File: src/eis_pkg.sv
// constants and types of the external pin interrupt sense block
package eis_pkg;

  // ----------------------------------------------------------------
  // clock and timing
  // ----------------------------------------------------------------
  localparam int unsigned CLK_PERIOD_NS = 20;
  localparam int unsigned WDT_PERIOD_NS = 1000;
  localparam int unsigned WDT_SAMPLE_CYC = (WDT_PERIOD_NS / CLK_PERIOD_NS < 1) ? 1 : WDT_PERIOD_NS / CLK_PERIOD_NS;
  localparam int unsigned STARTUP_CYC_DEF = 1024;

  // ----------------------------------------------------------------
  // pin groups and bus widths
  // ----------------------------------------------------------------
  localparam int unsigned NUM_PINS = 8;
  localparam int unsigned LOW_PINS = 4;
  localparam int unsigned SENSE_W = 2;
  localparam int unsigned ADDR_W = 10;
  localparam int unsigned DATA_W = 32;
  localparam int unsigned REG_W = 8;

  // ----------------------------------------------------------------
  // register indices (byte address is four times the index)
  // ----------------------------------------------------------------
  localparam logic [7:0] IDX_SENSE_LOW = 8'h6a;
  localparam logic [7:0] IDX_SENSE_HIGH = 8'h70;
  localparam logic [7:0] IDX_MASK = 8'h59;
  localparam logic [7:0] IDX_FLAG = 8'h58;
  localparam logic [7:0] IDX_WAKE = 8'h71;

  // ----------------------------------------------------------------
  // reset values
  // ----------------------------------------------------------------
  localparam logic [7:0] RST_SENSE_LOW = 8'h00;
  localparam logic [7:0] RST_SENSE_HIGH = 8'h00;
  localparam logic [7:0] RST_MASK = 8'h00;
  localparam logic [7:0] RST_FLAG = 8'h00;
  localparam logic RST_PIN_LEVEL = 1'b1;

  // ----------------------------------------------------------------
  // wake status register bit positions
  // ----------------------------------------------------------------
  localparam int unsigned WAKE_BIT_STARTUP = 0;
  localparam int unsigned WAKE_BIT_ARMED = 1;
  localparam int unsigned WAKE_BIT_BY_LEVEL = 2;
  localparam int unsigned WAKE_BIT_BY_EDGE = 3;

  // ----------------------------------------------------------------
  // sense codes and wake states
  // ----------------------------------------------------------------
  typedef enum logic [1:0] {
    SENSE_LOW = 2'h0,
    SENSE_ANY = 2'h1,
    SENSE_FALL = 2'h2,
    SENSE_RISE = 2'h3
  } eis_sense_t;

  typedef enum logic [2:0] {
    WK_AWAKE = 3'h1,
    WK_ARMED = 3'h2,
    WK_STARTUP = 3'h4
  } eis_wake_t;

endpackage : eis_pkg

File: src/eis_sync.sv
// two flip-flop synchroniser, one per bit
`timescale 1ns/1ps
module eis_sync #(
  parameter int unsigned W = 8,
  parameter logic RST_VAL = 1'b1
) (
  input wire logic clk,
  input wire logic rst,
  input wire logic [W-1:0] din,
  output logic [W-1:0] dout
);

  // ----------------------------------------------------------------
  // per bit chain; first stage feeds only the second
  // ----------------------------------------------------------------
  genvar gi;
  generate
    for (gi = 0; gi < W; gi++) begin : g_bit
      logic meta_q;
      logic stab_q;
      // two stage chain
      always_ff @(posedge clk) begin
        if (rst) begin
          meta_q <= RST_VAL;
          stab_q <= RST_VAL;
        end else begin
          meta_q <= din[gi];
          stab_q <= meta_q;
        end
      end
      assign dout[gi] = stab_q;
    end
  endgenerate

endmodule : eis_sync

File: src/eis_sense.sv
// external pin interrupt sense, flag, mask and wake logic
// How it works
// RL1: pins raise interrupts from pad level, even while driven as outputs by the port.
// RL2: level mode keeps the request high for as long as the pin is low.
// RL3: upper four pins detect edges only while the I/O clock runs.
// RL4: low level on all pins and lower-pin edges work with I/O clock stopped.
// RL5: in deep sleep a level wake samples the pin twice on watchdog ticks.
// RL6: two low samples wake the part; holding through start-up then interrupts.
// RL7: level gone before start-up ends: part wakes but raises no interrupt.
// RL8: lower sense register resets to zero; hidden in compatibility mode.
// RL9: a request needs global enable and the pin's mask bit.
// RL10: the driver must hold a low level until the running instruction ends.
// RL11: lower codes: 00 low level, 01 reserved, 10 falling, 11 rising.
// RL12: changing a sense code while enabled may raise a spurious request.
// RL13: software masks, changes the code, clears the flag, then unmasks.
// RL14: writing one to a flag bit clears it.
// RL15: upper codes: 00 low level, 01 any change, 10 falling, 11 rising.
// RL16: upper-pin pulses longer than one clock period are caught.
// RL17: flag sets on trigger, clears on service, stays clear in level mode.
// RL18: upper pins are synchronised and edges found from consecutive samples.
//
// Local design decision: the Avalon-MM slave port.
`timescale 1ns/1ps
module eis_sense
  import eis_pkg::*;
#(
  parameter int unsigned STARTUP_CYCLES = eis_pkg::STARTUP_CYC_DEF
) (
  input wire logic MCLK,
  input wire logic RST,
  input wire logic [eis_pkg::ADDR_W-1:0] AVS_ADDRESS,
  input wire logic AVS_READ,
  input wire logic AVS_WRITE,
  input wire logic [eis_pkg::DATA_W-1:0] AVS_WRITEDATA,
  input wire logic [3:0] AVS_BYTEENABLE,
  output logic [eis_pkg::DATA_W-1:0] AVS_READDATA,
  output logic AVS_WAITREQUEST,
  input wire logic [eis_pkg::NUM_PINS-1:0] EXT_IRQ_PINS,
  input wire logic GLOBAL_IRQ_EN,
  input wire logic IO_CLK_RUN,
  input wire logic SLEEP_DEEP,
  input wire logic COMPAT_MODE,
  input wire logic [eis_pkg::NUM_PINS-1:0] IRQ_SERVICED,
  output logic [eis_pkg::NUM_PINS-1:0] IRQ_REQ,
  output logic IRQ,
  output logic WAKE
);
  import eis_pkg::*;

  localparam int unsigned CNT_W = $clog2(STARTUP_CYCLES + 1);
  localparam int unsigned WDT_W = $clog2(WDT_SAMPLE_CYC + 1);

  // ----------------------------------------------------------------
  // registers and nets
  // ----------------------------------------------------------------
  logic [REG_W-1:0] sense_ctrl_low_group_q;
  logic [REG_W-1:0] sense_ctrl_high_group_q;
  logic [REG_W-1:0] ext_irq_mask_reg_q;
  logic [NUM_PINS-1:0] ext_irq_pending_flag_q;
  logic [NUM_PINS-1:0] pin_sync;
  logic [NUM_PINS-1:0] pin_prev_q;
  logic [NUM_PINS-1:0] pin_evt;
  logic [NUM_PINS-1:0] level_mode;
  logic [NUM_PINS-1:0] level_req;
  logic [NUM_PINS-1:0] flag_clr;
  logic [NUM_PINS-1:0] req_d;
  logic [NUM_PINS-1:0] wake_samp_q;
  logic [NUM_PINS-1:0] wake_lvl_hit;
  logic [2*NUM_PINS-1:0] sense_all;
  logic waitreq_q;
  logic [DATA_W-1:0] rdata_q;
  logic bus_req;
  logic wr_fire;
  logic rd_take;
  logic [7:0] reg_idx;
  logic [REG_W-1:0] wdata8;
  logic wake_q;
  logic irq_q;
  logic [NUM_PINS-1:0] irq_req_q;
  eis_wake_t wk_state_q;
  logic [CNT_W-1:0] start_cnt_q;
  logic [WDT_W-1:0] wdt_cnt_q;
  logic wdt_tick;
  logic wake_edge_hit;
  logic wake_by_level_q;
  logic wake_by_edge_q;
  logic lvl_allowed;

  // ----------------------------------------------------------------
  // pin synchroniser
  // ----------------------------------------------------------------
  // pad level is sampled, so a pin driven as an output still triggers (see RL1)
  eis_sync #(
    .W(NUM_PINS),
    .RST_VAL(RST_PIN_LEVEL)
  ) u_pin_sync (
    .clk(MCLK),
    .rst(RST),
    .din(EXT_IRQ_PINS),
    .dout(pin_sync)
  );

  // previous synchronised sample for edge compare
  always_ff @(posedge MCLK) begin
    if (RST) begin
      pin_prev_q <= {NUM_PINS{RST_PIN_LEVEL}};
    end else begin
      pin_prev_q <= pin_sync; // see RL18
    end
  end

  // ----------------------------------------------------------------
  // avalon slave
  // ----------------------------------------------------------------
  assign bus_req = AVS_READ | AVS_WRITE;
  assign reg_idx = AVS_ADDRESS[ADDR_W-1:2];
  assign wdata8 = AVS_WRITEDATA[REG_W-1:0];
  // a write is taken on the edge where waitrequest is seen low
  assign wr_fire = AVS_WRITE & ~waitreq_q & AVS_BYTEENABLE[0];
  assign rd_take = AVS_READ & waitreq_q;

  // one wait cycle, then release for exactly one edge
  always_ff @(posedge MCLK) begin
    if (RST) begin
      waitreq_q <= 1'b1;
    end else begin
      waitreq_q <= ~(bus_req & waitreq_q);
    end
  end

  // read data registered during the wait cycle
  always_ff @(posedge MCLK) begin
    if (RST) begin
      rdata_q <= '0;
    end else if (rd_take) begin
      rdata_q <= '0;
      unique case (reg_idx)
        IDX_SENSE_LOW: rdata_q[REG_W-1:0] <= COMPAT_MODE ? '0 : sense_ctrl_low_group_q; // see RL8
        IDX_SENSE_HIGH: rdata_q[REG_W-1:0] <= sense_ctrl_high_group_q;
        IDX_MASK: rdata_q[REG_W-1:0] <= ext_irq_mask_reg_q;
        IDX_FLAG: rdata_q[REG_W-1:0] <= ext_irq_pending_flag_q;
        IDX_WAKE: begin
          rdata_q[WAKE_BIT_STARTUP] <= (wk_state_q == WK_STARTUP);
          rdata_q[WAKE_BIT_ARMED] <= (wk_state_q == WK_ARMED);
          rdata_q[WAKE_BIT_BY_LEVEL] <= wake_by_level_q;
          rdata_q[WAKE_BIT_BY_EDGE] <= wake_by_edge_q;
        end
        default: rdata_q <= '0; // unmapped reads as zero
      endcase
    end
  end

  // ----------------------------------------------------------------
  // control registers
  // ----------------------------------------------------------------
  // lower group sense codes; unreachable in compatibility mode
  always_ff @(posedge MCLK) begin
    if (RST) begin
      sense_ctrl_low_group_q <= RST_SENSE_LOW; // see RL8
    end else if (wr_fire && reg_idx == IDX_SENSE_LOW && !COMPAT_MODE) begin
      sense_ctrl_low_group_q <= wdata8; // see RL8
    end
  end

  // upper group sense codes
  always_ff @(posedge MCLK) begin
    if (RST) begin
      sense_ctrl_high_group_q <= RST_SENSE_HIGH;
    end else if (wr_fire && reg_idx == IDX_SENSE_HIGH) begin
      sense_ctrl_high_group_q <= wdata8;
    end
  end

  // per pin enable mask
  always_ff @(posedge MCLK) begin
    if (RST) begin
      ext_irq_mask_reg_q <= RST_MASK;
    end else if (wr_fire && reg_idx == IDX_MASK) begin
      ext_irq_mask_reg_q <= wdata8;
    end
  end

  // ----------------------------------------------------------------
  // per pin sense decode
  // ----------------------------------------------------------------
  assign sense_all = {sense_ctrl_high_group_q, sense_ctrl_low_group_q};
  // code changes take effect at once, no glitch filter (see RL12)
  genvar gp;
  generate
    for (gp = 0; gp < NUM_PINS; gp++) begin : g_pin
      eis_sense_t code;
      logic rise;
      logic fall;
      logic clk_ok;
      assign code = eis_sense_t'(sense_all[SENSE_W*gp +: SENSE_W]);
      assign rise = pin_sync[gp] & ~pin_prev_q[gp]; // see RL16
      assign fall = ~pin_sync[gp] & pin_prev_q[gp]; // see RL16
      // lower edges need no I/O clock; upper ones do
      if (gp < LOW_PINS) begin : g_low
        assign clk_ok = 1'b1; // see RL4
      end else begin : g_high
        assign clk_ok = IO_CLK_RUN; // see RL3
      end
      assign level_mode[gp] = (code == SENSE_LOW);
      // decode of the two bit code per group
      always_comb begin
        pin_evt[gp] = 1'b0;
        unique case (code)
          SENSE_LOW: pin_evt[gp] = 1'b0;
          SENSE_ANY: pin_evt[gp] = (gp >= LOW_PINS) && clk_ok && (rise | fall); // see RL11 RL15
          SENSE_FALL: pin_evt[gp] = clk_ok & fall; // see RL11 RL15
          SENSE_RISE: pin_evt[gp] = clk_ok & rise; // see RL11 RL15
        endcase
      end
    end
  endgenerate

  // ----------------------------------------------------------------
  // flags
  // ----------------------------------------------------------------
  assign flag_clr = IRQ_SERVICED | ((wr_fire && reg_idx == IDX_FLAG) ? wdata8 : '0); // see RL14

  // set wins over clear; level mode holds them clear
  always_ff @(posedge MCLK) begin
    if (RST) begin
      ext_irq_pending_flag_q <= RST_FLAG;
    end else begin
      ext_irq_pending_flag_q <= ((ext_irq_pending_flag_q & ~flag_clr) | pin_evt) & ~level_mode; // see RL17
    end
  end

  // ----------------------------------------------------------------
  // requests
  // ----------------------------------------------------------------
  // level requests wait until the core is awake and start-up is over
  assign lvl_allowed = (wk_state_q == WK_AWAKE) && !SLEEP_DEEP; // see RL7
  assign level_req = level_mode & ~pin_sync & {NUM_PINS{lvl_allowed}}; // see RL2
  assign req_d = (ext_irq_pending_flag_q | level_req) & ext_irq_mask_reg_q & {NUM_PINS{GLOBAL_IRQ_EN}}; // see RL9

  // registered requests to the core and the summary line
  always_ff @(posedge MCLK) begin
    if (RST) begin
      irq_req_q <= '0;
      irq_q <= 1'b0;
    end else begin
      irq_req_q <= req_d; // see RL2
      irq_q <= |req_d;
    end
  end

  // ----------------------------------------------------------------
  // watchdog oscillator sample tick
  // ----------------------------------------------------------------
  assign wdt_tick = (wdt_cnt_q == WDT_W'(WDT_SAMPLE_CYC - 1));

  // free count of one watchdog period while sleep is armed
  always_ff @(posedge MCLK) begin
    if (RST) begin
      wdt_cnt_q <= '0;
    end else if (wk_state_q != WK_ARMED || wdt_tick) begin
      wdt_cnt_q <= '0;
    end else begin
      wdt_cnt_q <= wdt_cnt_q + WDT_W'(1);
    end
  end

  // ----------------------------------------------------------------
  // level wake sampling
  // ----------------------------------------------------------------
  // second consecutive low sample of an enabled level pin wakes the part
  assign wake_lvl_hit = {NUM_PINS{wdt_tick}} & wake_samp_q & ~pin_sync & level_mode & ext_irq_mask_reg_q; // see RL5
  // edges on lower pins are seen without the I/O clock
  assign wake_edge_hit = |(ext_irq_pending_flag_q[LOW_PINS-1:0] & ext_irq_mask_reg_q[LOW_PINS-1:0]); // see RL4

  // remembers which pins were low at the previous tick
  always_ff @(posedge MCLK) begin
    if (RST) begin
      wake_samp_q <= '0;
    end else if (wk_state_q != WK_ARMED) begin
      wake_samp_q <= '0;
    end else if (wdt_tick) begin
      wake_samp_q <= ~pin_sync; // see RL5
    end
  end

  // ----------------------------------------------------------------
  // wake state machine
  // ----------------------------------------------------------------
  // start-up always runs out, level or not; the request path decides
  always_ff @(posedge MCLK) begin
    if (RST) begin
      wk_state_q <= WK_AWAKE;
      start_cnt_q <= '0;
    end else begin
      unique case (wk_state_q)
        WK_AWAKE: begin
          if (SLEEP_DEEP) begin
            wk_state_q <= WK_ARMED;
          end
        end
        WK_ARMED: begin
          if (|wake_lvl_hit || wake_edge_hit) begin
            wk_state_q <= WK_STARTUP; // see RL6
            start_cnt_q <= CNT_W'(STARTUP_CYCLES);
          end else if (!SLEEP_DEEP) begin
            wk_state_q <= WK_AWAKE;
          end
        end
        WK_STARTUP: begin
          if (start_cnt_q == '0) begin
            wk_state_q <= WK_AWAKE; // see RL6 RL7
          end else begin
            start_cnt_q <= start_cnt_q - CNT_W'(1);
          end
        end
        default: begin
          wk_state_q <= WK_AWAKE;
          start_cnt_q <= '0;
        end
      endcase
    end
  end

  // wake pulse and cause of the last wake
  always_ff @(posedge MCLK) begin
    if (RST) begin
      wake_q <= 1'b0;
      wake_by_level_q <= 1'b0;
      wake_by_edge_q <= 1'b0;
    end else begin
      wake_q <= (wk_state_q == WK_ARMED) && (|wake_lvl_hit || wake_edge_hit); // see RL6
      if (wk_state_q == WK_ARMED && (|wake_lvl_hit || wake_edge_hit)) begin
        wake_by_level_q <= |wake_lvl_hit;
        wake_by_edge_q <= wake_edge_hit;
      end
    end
  end

  // ----------------------------------------------------------------
  // outputs
  // ----------------------------------------------------------------
  assign AVS_READDATA = rdata_q;
  assign AVS_WAITREQUEST = waitreq_q;
  assign IRQ_REQ = irq_req_q;
  assign IRQ = irq_q;
  assign WAKE = wake_q;

endmodule : eis_sense

File: config.mk
export PLATFORM = sky130hd
export DESIGN_NAME = eis_sense
export DESIGN_NICKNAME = d
export VERILOG_FILES = /design/src/eis_pkg.sv /design/src/eis_sync.sv /design/src/eis_sense.sv
export SDC_FILE = /design/constraint.sdc
export NUM_CORES = 1
export LEC_CHECK = 0
export BUFFER_PORTS_ARGS = -buffer_cell sky130_fd_sc_hd__buf_2
export CAP_MARGIN = 20
export CORE_ASPECT_RATIO = 2
export CORE_MARGIN = 3
export CORE_UTILIZATION = 51
export DETAILED_ROUTE_END_ITERATION = 8
export PLACE_DENSITY = 0.85
export SYNTH_ARGS = -nofsm -noshare
export SYNTH_HDL_FRONTEND = slang
export SYNTH_HIERARCHICAL = 1
export SYNTH_SLANG_ARGS = --single-unit
File: constraint.sdc
create_clock -name MCLK -period 4.3 [get_ports MCLK]
set_input_delay 0 -clock MCLK [delete_from_list [all_inputs] [get_ports MCLK]]
set_output_delay 0 -clock MCLK [all_outputs]
set_load 0.01 [all_outputs]
==> results_dict.tcl, run 1 <==
set metrics [dict create \
    grt_max_degree 78 \
    seqCellArea_um2 2100 \
    dr.pass1.iters 6 \
    dieArea_um2 10800 \
    die_h_um 144 \
    grt_pass1_vias 4199 \
    chipWidth_um 75.1 \
    synth_area_leader_cell "dfxtp_1" \
    hp-class "input port to flip-flop" \
    postCtsResizedCells 0 \
    synth.yosys.seq_area_share_pct 43.2 \
    drv_slew 0 \
    yosysMostFrequentCell "dfxtp_1" \
    hpwl_mm 8.82 \
    worst-setup-path-type "flip-flop to flip-flop" \
    drive_gt1_share_pct 16.3 \
    finClkSkew_ps 5.49 \
    rows 49 \
    whs_ps 14.5 \
    io_buffers 59 \
    globalplace.congestion 0.958 \
    ys_types 63 \
    syn_area_um2 4870 \
    cts_tree "built" \
    routedWlPerCell_um 16.7 \
    power_leakage_uw 0.00220 \
    post-route-period-util_pct 60.1 \
    vdd_drop_max_uv 242 \
    cp-end-kind "flip-flop" \
    async_reset_ff_share_pct 0 \
    cts_max_path_buffers 2 \
    core_area_um2 9140 \
    path_clk_slew_ps 70 \
    start_util_pct 53.3 \
    nets 709 \
    slowest_delay_ps 810 \
    htree_levels 3 \
    maxCapViolCount 0 \
    drt_wl_total_mm 12.2 \
    syn_inst 566 \
    cp_common_cell "nor3_1" \
    multi_input_area_um2 2420 \
    clock-sinks 105 \
    cp.arrival_ps 2780 \
    drt_iter0_drc 588 \
    synthFlopType "dfxtp_1" \
    viasPerCell 5.99 \
    synth-warning-count 6 \
    io_pins 113 \
    power_uw 1960 \
    ys_ff_latch 105 \
    cp_cell_sequence "nor3_1 -> a32o_2 -> o41ai_2 -> a31oi_1 -> o211a_1 -> nor3_1" \
    crit_path_max_fanout 11 \
    drc_errors 0 \
    power_density_nw_per_um2 353 \
    yosys-top-cells-count "dfxtp_1 (105), nand2_1 (59), a21oi_1 (55)" \
    period_needed_ps 2580 \
    rsz0062_at_grt "false" \
    antenna_found_initial 0 \
    n_fill_cell 771 \
    worst_pin_slew_ps 953 \
    via_count 4400 \
    status "finished, final reports clean" \
    antenna_cells 0 \
    overflow 0 \
    startpoint_type "flip-flop" \
    syn_area_per_cell_um2 8.61 \
    fmax_mhz 387 \
    grt_pass1_wl_mm 19.3 \
    relSlewSlack_pct 36.1 \
    hold_depth 3 \
    synthTopCellsByArea "dfxtp_1 (43%), a21oi_1 (5.7%), buf_4 (4.9%)" \
    ant_nets 0 \
    synth_edf_count 0 \
    final-hold-violation-count 0 \
    slowest_stage "a31oi_1" \
    ff2ff_path_depth 6 \
    post_cts_buffers 0 \
    final.setup.tns_ps 0 \
    clk_latency_ps 350 \
    required_ps 4500 \
    synth.top_cell.area_share_pct 43.2 \
    grt_usage_pct 23.3 \
    area_delta_synth_final_pct 13.8 \
    cts_buffers 9 \
    setup_violations 0 \
    root_buffer "clkbuf_16" \
]
==> power breakdown <==
group / leakage, uW / switching, uW / total, uW / internal [uW]
combinational: 0.00119 / 80.3 / 135 / 54.4
clock: 0.000153 / 354 / 823 / 469
sequential: 0.000853 / 11.6 / 1000 / 989
==> kinds of logic after synthesis <==
kind of cell	count (synthesis)	synth area share [%]
xor+xnor	4	0.719
compound gates	136	18.1
simple gates	226	23.8
flops	105	43.2
other cells	1	0.0770
fa+ha+maj	11	2.83
mux	11	2.26
buf+inv	72	9.09
==> layout make-up <==
type / count / area share [%]
clock buffers: 10 / 4.31
clock inverters: 6 / 1.20
inverters: 16 / 1.08
multi-input cells: 412 / 43.6
flip-flops and latches: 105 / 37.9
well taps: 102 / 2.30
repair buffers: 84 / 9.61
==> cells in the final DEF (no fill, tap or decap), types with 5 or more instances in the layout <==
| cell | Yosys | final |
|---|---|---|
| dfxtp_1 | 105 | 105 |
| nand2_1 | 59 | 59 |
| buf_2 | 2 | 59 |
| a21oi_1 | 55 | 55 |
| nor2_1 | 47 | 47 |
| nor3_1 | 28 | 27 |
| nand3_1 | 25 | 25 |
| conb_1 | 1 | 24 |
| o21ai_0 | 23 | 23 |
| dlygate4sd3_1 | 0 | 20 |
| inv_1 | 16 | 16 |
| or2_1 | 16 | 16 |
| nand2b_1 | 15 | 15 |
| mux2i_1 | 11 | 11 |
| ha_1 | 11 | 11 |
| a31oi_1 | 10 | 10 |
| clkbuf_16 | 0 | 9 |
| a211oi_1 | 8 | 8 |
| a222oi_1 | 6 | 6 |
| a22oi_1 | 6 | 6 |
| or2_2 | 5 | 5 |
| buf_4 | 32 | 5 |
==> flip-flops by register name, indices dropped and copies added (netlist names) <==
| name | count |
|---|---|
| AVS_READDATA | 8 |
| wake_by_edge_q | 1 |
| start_cnt_q | 11 |
| wdt_cnt_q | 6 |
| WAKE | 1 |
| IRQ_REQ | 8 |
| sense_ctrl_high_group_q | 8 |
| wake_by_level_q | 1 |
| IRQ | 1 |
| sense_ctrl_low_group_q | 8 |
| ext_irq_pending_flag_q | 8 |
| u_pin_sync/g_bit.meta_q | 8 |
| pin_prev_q | 8 |
| ext_irq_mask_reg_q | 8 |
| AVS_WAITREQUEST | 1 |
| wake_samp_q | 8 |
| u_pin_sync/g_bit.stab_q | 8 |
| wk_state_q | 3 |
==> worst paths after layout <==
check | from | to | slack [ps]
min | IO_CLK_RUN | ext_irq_pending_flag_q[7] | 10
max reg2reg | sense_ctrl_high_group_q[4] | start_cnt_q[2] | 1720
min reg2reg | u_pin_sync/g_bit[5].meta_q | u_pin_sync/g_bit[5].stab_q | 410
max | sense_ctrl_high_group_q[4] | start_cnt_q[2] | 1720
==> per-stage QoR <==
stage	instance area [um^2]	instances	setup WS, ps	utilization, %
2_1_floorplan	4960	589	2430	-
3_3_place_gp	5040	699	1860	55.2
3_5_place_dp	5040	699	1750	55.2
4_1_cts	5550	735	1750	60.7
5_1_grt	5550	735	1520	60.7
6_report	5550	735	1720	60.7
==> metal layers <==
layer  part of all wire [%]  GRT usage (%)  vias to the layer above
li1                       -              -                     2069
met1                     34           23.7                     2056
met2                     53           41.0                      212
met3                    6.5           4.80                       63
met4                    6.2           15.9                        0
met5                      0              0                        -
==> timing repair <==
item	in CTS	in global routing
setup endpoints to repair	0	0
hold buffers	20	0
hold endpoints to repair	37	0
==> worst max-delay path, delay by kind of cell (launching register included) <==
kind	cells	cell delay, ps
flops	1	370
compound gates	4	1410
simple gates	2	650
No activity file was read; power rests on OpenSTA's default activity.
==> run 2, diff against run 1 <==
==> constraint.sdc (replaced) <==
create_clock -name MCLK -period 2.43 [get_ports MCLK]
set_input_delay 0 -clock MCLK [delete_from_list [all_inputs] [get_ports MCLK]]
set_output_delay 0 -clock MCLK [all_outputs]
set_load 0.01 [all_outputs]
==> run 2 against run 1 <==
Cell area up 2.6%. Non-clock buffer count up 15. First-iteration DRC count up 1.0%. Core utilization up 1.6 points. Wire length up 5.5%. Maximum frequency up 19%.
==> results_dict.tcl, run 2 (synthesis gave the netlist of run 1 again) <==
set metrics [dict create \
    n_fill_cell 766 \
    area_delta_synth_final_pct 16.8 \
    post_cts_buffers 0 \
    startpoint_type "flip-flop" \
    clk_latency_ps 350 \
    post-route-period-util_pct 89.2 \
    routedWlPerCell_um 17.2 \
    drc_errors 0 \
    cp_top_family "simple AND/OR/NAND/NOR gates" \
    fmax_mhz 461 \
    overflow 0 \
    globalplace.congestion 0.971 \
    worst-setup-path-type "flip-flop to flip-flop" \
    layout_commonest_cell "dfxtp_1" \
    final-hold-violation-count 0 \
    crit_path_max_fanout 11 \
    io_pins 113 \
    hp-class "input port to flip-flop" \
    nets 724 \
    final.setup.tns_ps 0 \
    slowest_stage "o31ai_1" \
    grt_pass1_vias 4326 \
    grt_usage_pct 25.0 \
    drv_slew 0 \
    hpwl_mm 9.39 \
    cts_max_path_buffers 2 \
    required_ps 2690 \
    ant_nets 0 \
    die_h_um 144 \
    cts_buffers 9 \
    largest_reg_flops 11 \
    setup_violations 0 \
    drt_iter0_drc 594 \
    dieArea_um2 10800 \
    chipWidth_um 75.1 \
    antenna_found_initial 0 \
    finClkSkew_ps 7.70 \
    io_buffers 59 \
    rows 49 \
    dr.pass1.iters 6 \
    rsz0062_at_grt "false" \
    vdd_drop_max_uv 372 \
    grt_pass1_wl_mm 20.3 \
    dp.cells 713 \
    via_count 4440 \
    max_flop_register "start_cnt_q" \
    viasPerCell 5.92 \
    cp.arrival_ps 2430 \
    root_buffer "clkbuf_16" \
    grt_max_degree 78 \
    core_area_um2 9140 \
    cp-end-kind "flip-flop" \
    cp_cell_sequence "inv_1 -> ha_1 -> nor3b_4 -> nand3_1 -> o31ai_1 -> a31oi_2 -> nand2b_1 -> a31oi_1" \
    layout_common_cells "dfxtp_1 (105), nand2_1 (59), buf_2 (59), a21oi_1 (55), nor2_1 (47)" \
    status "finished, final reports clean" \
    instances_no_fill 750 \
    period_needed_ps 2170 \
    start_util_pct 53.3 \
    path_buf_inv 1 \
    htree_levels 3 \
    power_leakage_uw 0.00228 \
    path_clk_slew_ps 70 \
    relSlewSlack_pct 48.0 \
    drt_wl_total_mm 12.9 \
    worst_pin_slew_ps 780 \
    antenna_cells 0 \
    maxCapViolCount 0 \
    drive_gt1_share_pct 18.1 \
    cts_tree "built" \
    clock-sinks 105 \
    slowest_delay_ps 330 \
    power_density_nw_per_um2 626 \
]
==> run 2: report_power, final <==
part	total, uW	leakage (uW)	switching, uW	internal, uW
Combinational	244	0.00127	144	100
Sequential	1770	0.000853	21.1	1750
Clock	1550	0.000159	617	929
Total	3560	0.00228	782	2780
==> run 2: repair_timing <==
| item | in CTS | in global routing |
|---|---|---|
| resized for setup | 0 | 2 |
| endpoints found under the hold margin | 37 | 0 |
| hold buffers | 21 | 0 |
| endpoints found under the setup margin | 0 | 6 |
==> run 2: per-stage QoR <==
| stage | total power (uW) | cell area (um^2) | utilization (%) | worst slack, ps | hold slack, ps |
|---|---|---|---|---|---|
| finish | 3560 | 5690 | 62.3 | 262 | 64.3 |
| detailed placement | 2020 | 5140 | 56.3 | 141 | 178 |
| global placement | 2020 | 5140 | 56.3 | 192 | 180 |
| global route | 3680 | 5690 | 62.3 | 69.5 | 72.9 |
| floorplan | 1970 | 4960 | - | 561 | 97.1 |
| CTS | 3580 | 5680 | 62.1 | 117 | 48.0 |
==> run 2: cell type report <==
type / instances / area [um^2] / area share [%]
tap: 102 / 128 / 2.24
clock inverter: 5 / 78.8 / 1.39
clock buffer: 11 / 243 / 4.27
inverter: 16 / 60.1 / 1.06
sequential: 105 / 2100 / 36.9
timing repair buffer: 99 / 648 / 11.4
multi-input combinational: 412 / 2430 / 42.7
==> run 2: worst min-delay path, delay by kind of cell <==
family | cells | cell delay, ps
AOI/OAI and AO/OA | 2 | 160
and+or+nand+nor | 2 | 140
buffers and inverters | 1 | 70
==> run 2: per-layer routing <==
metal  wire length, um  track usage, %
met4               744            17.4
met2              6910            44.5
met5                 0               0
met1              4490            25.4
met3               778            4.11
==> run 2: final timing paths <==
path	from	end	slack, ps	cells past startpoint
hold reg to reg	u_pin_sync/g_bit[6].meta_q	u_pin_sync/g_bit[6].stab_q	400	1
hold / removal	IRQ_SERVICED[2]	ext_irq_pending_flag_q[2]	60	5
setup / recovery	start_cnt_q[1]	start_cnt_q[5]	260	8
setup reg to reg	start_cnt_q[1]	start_cnt_q[5]	260	8
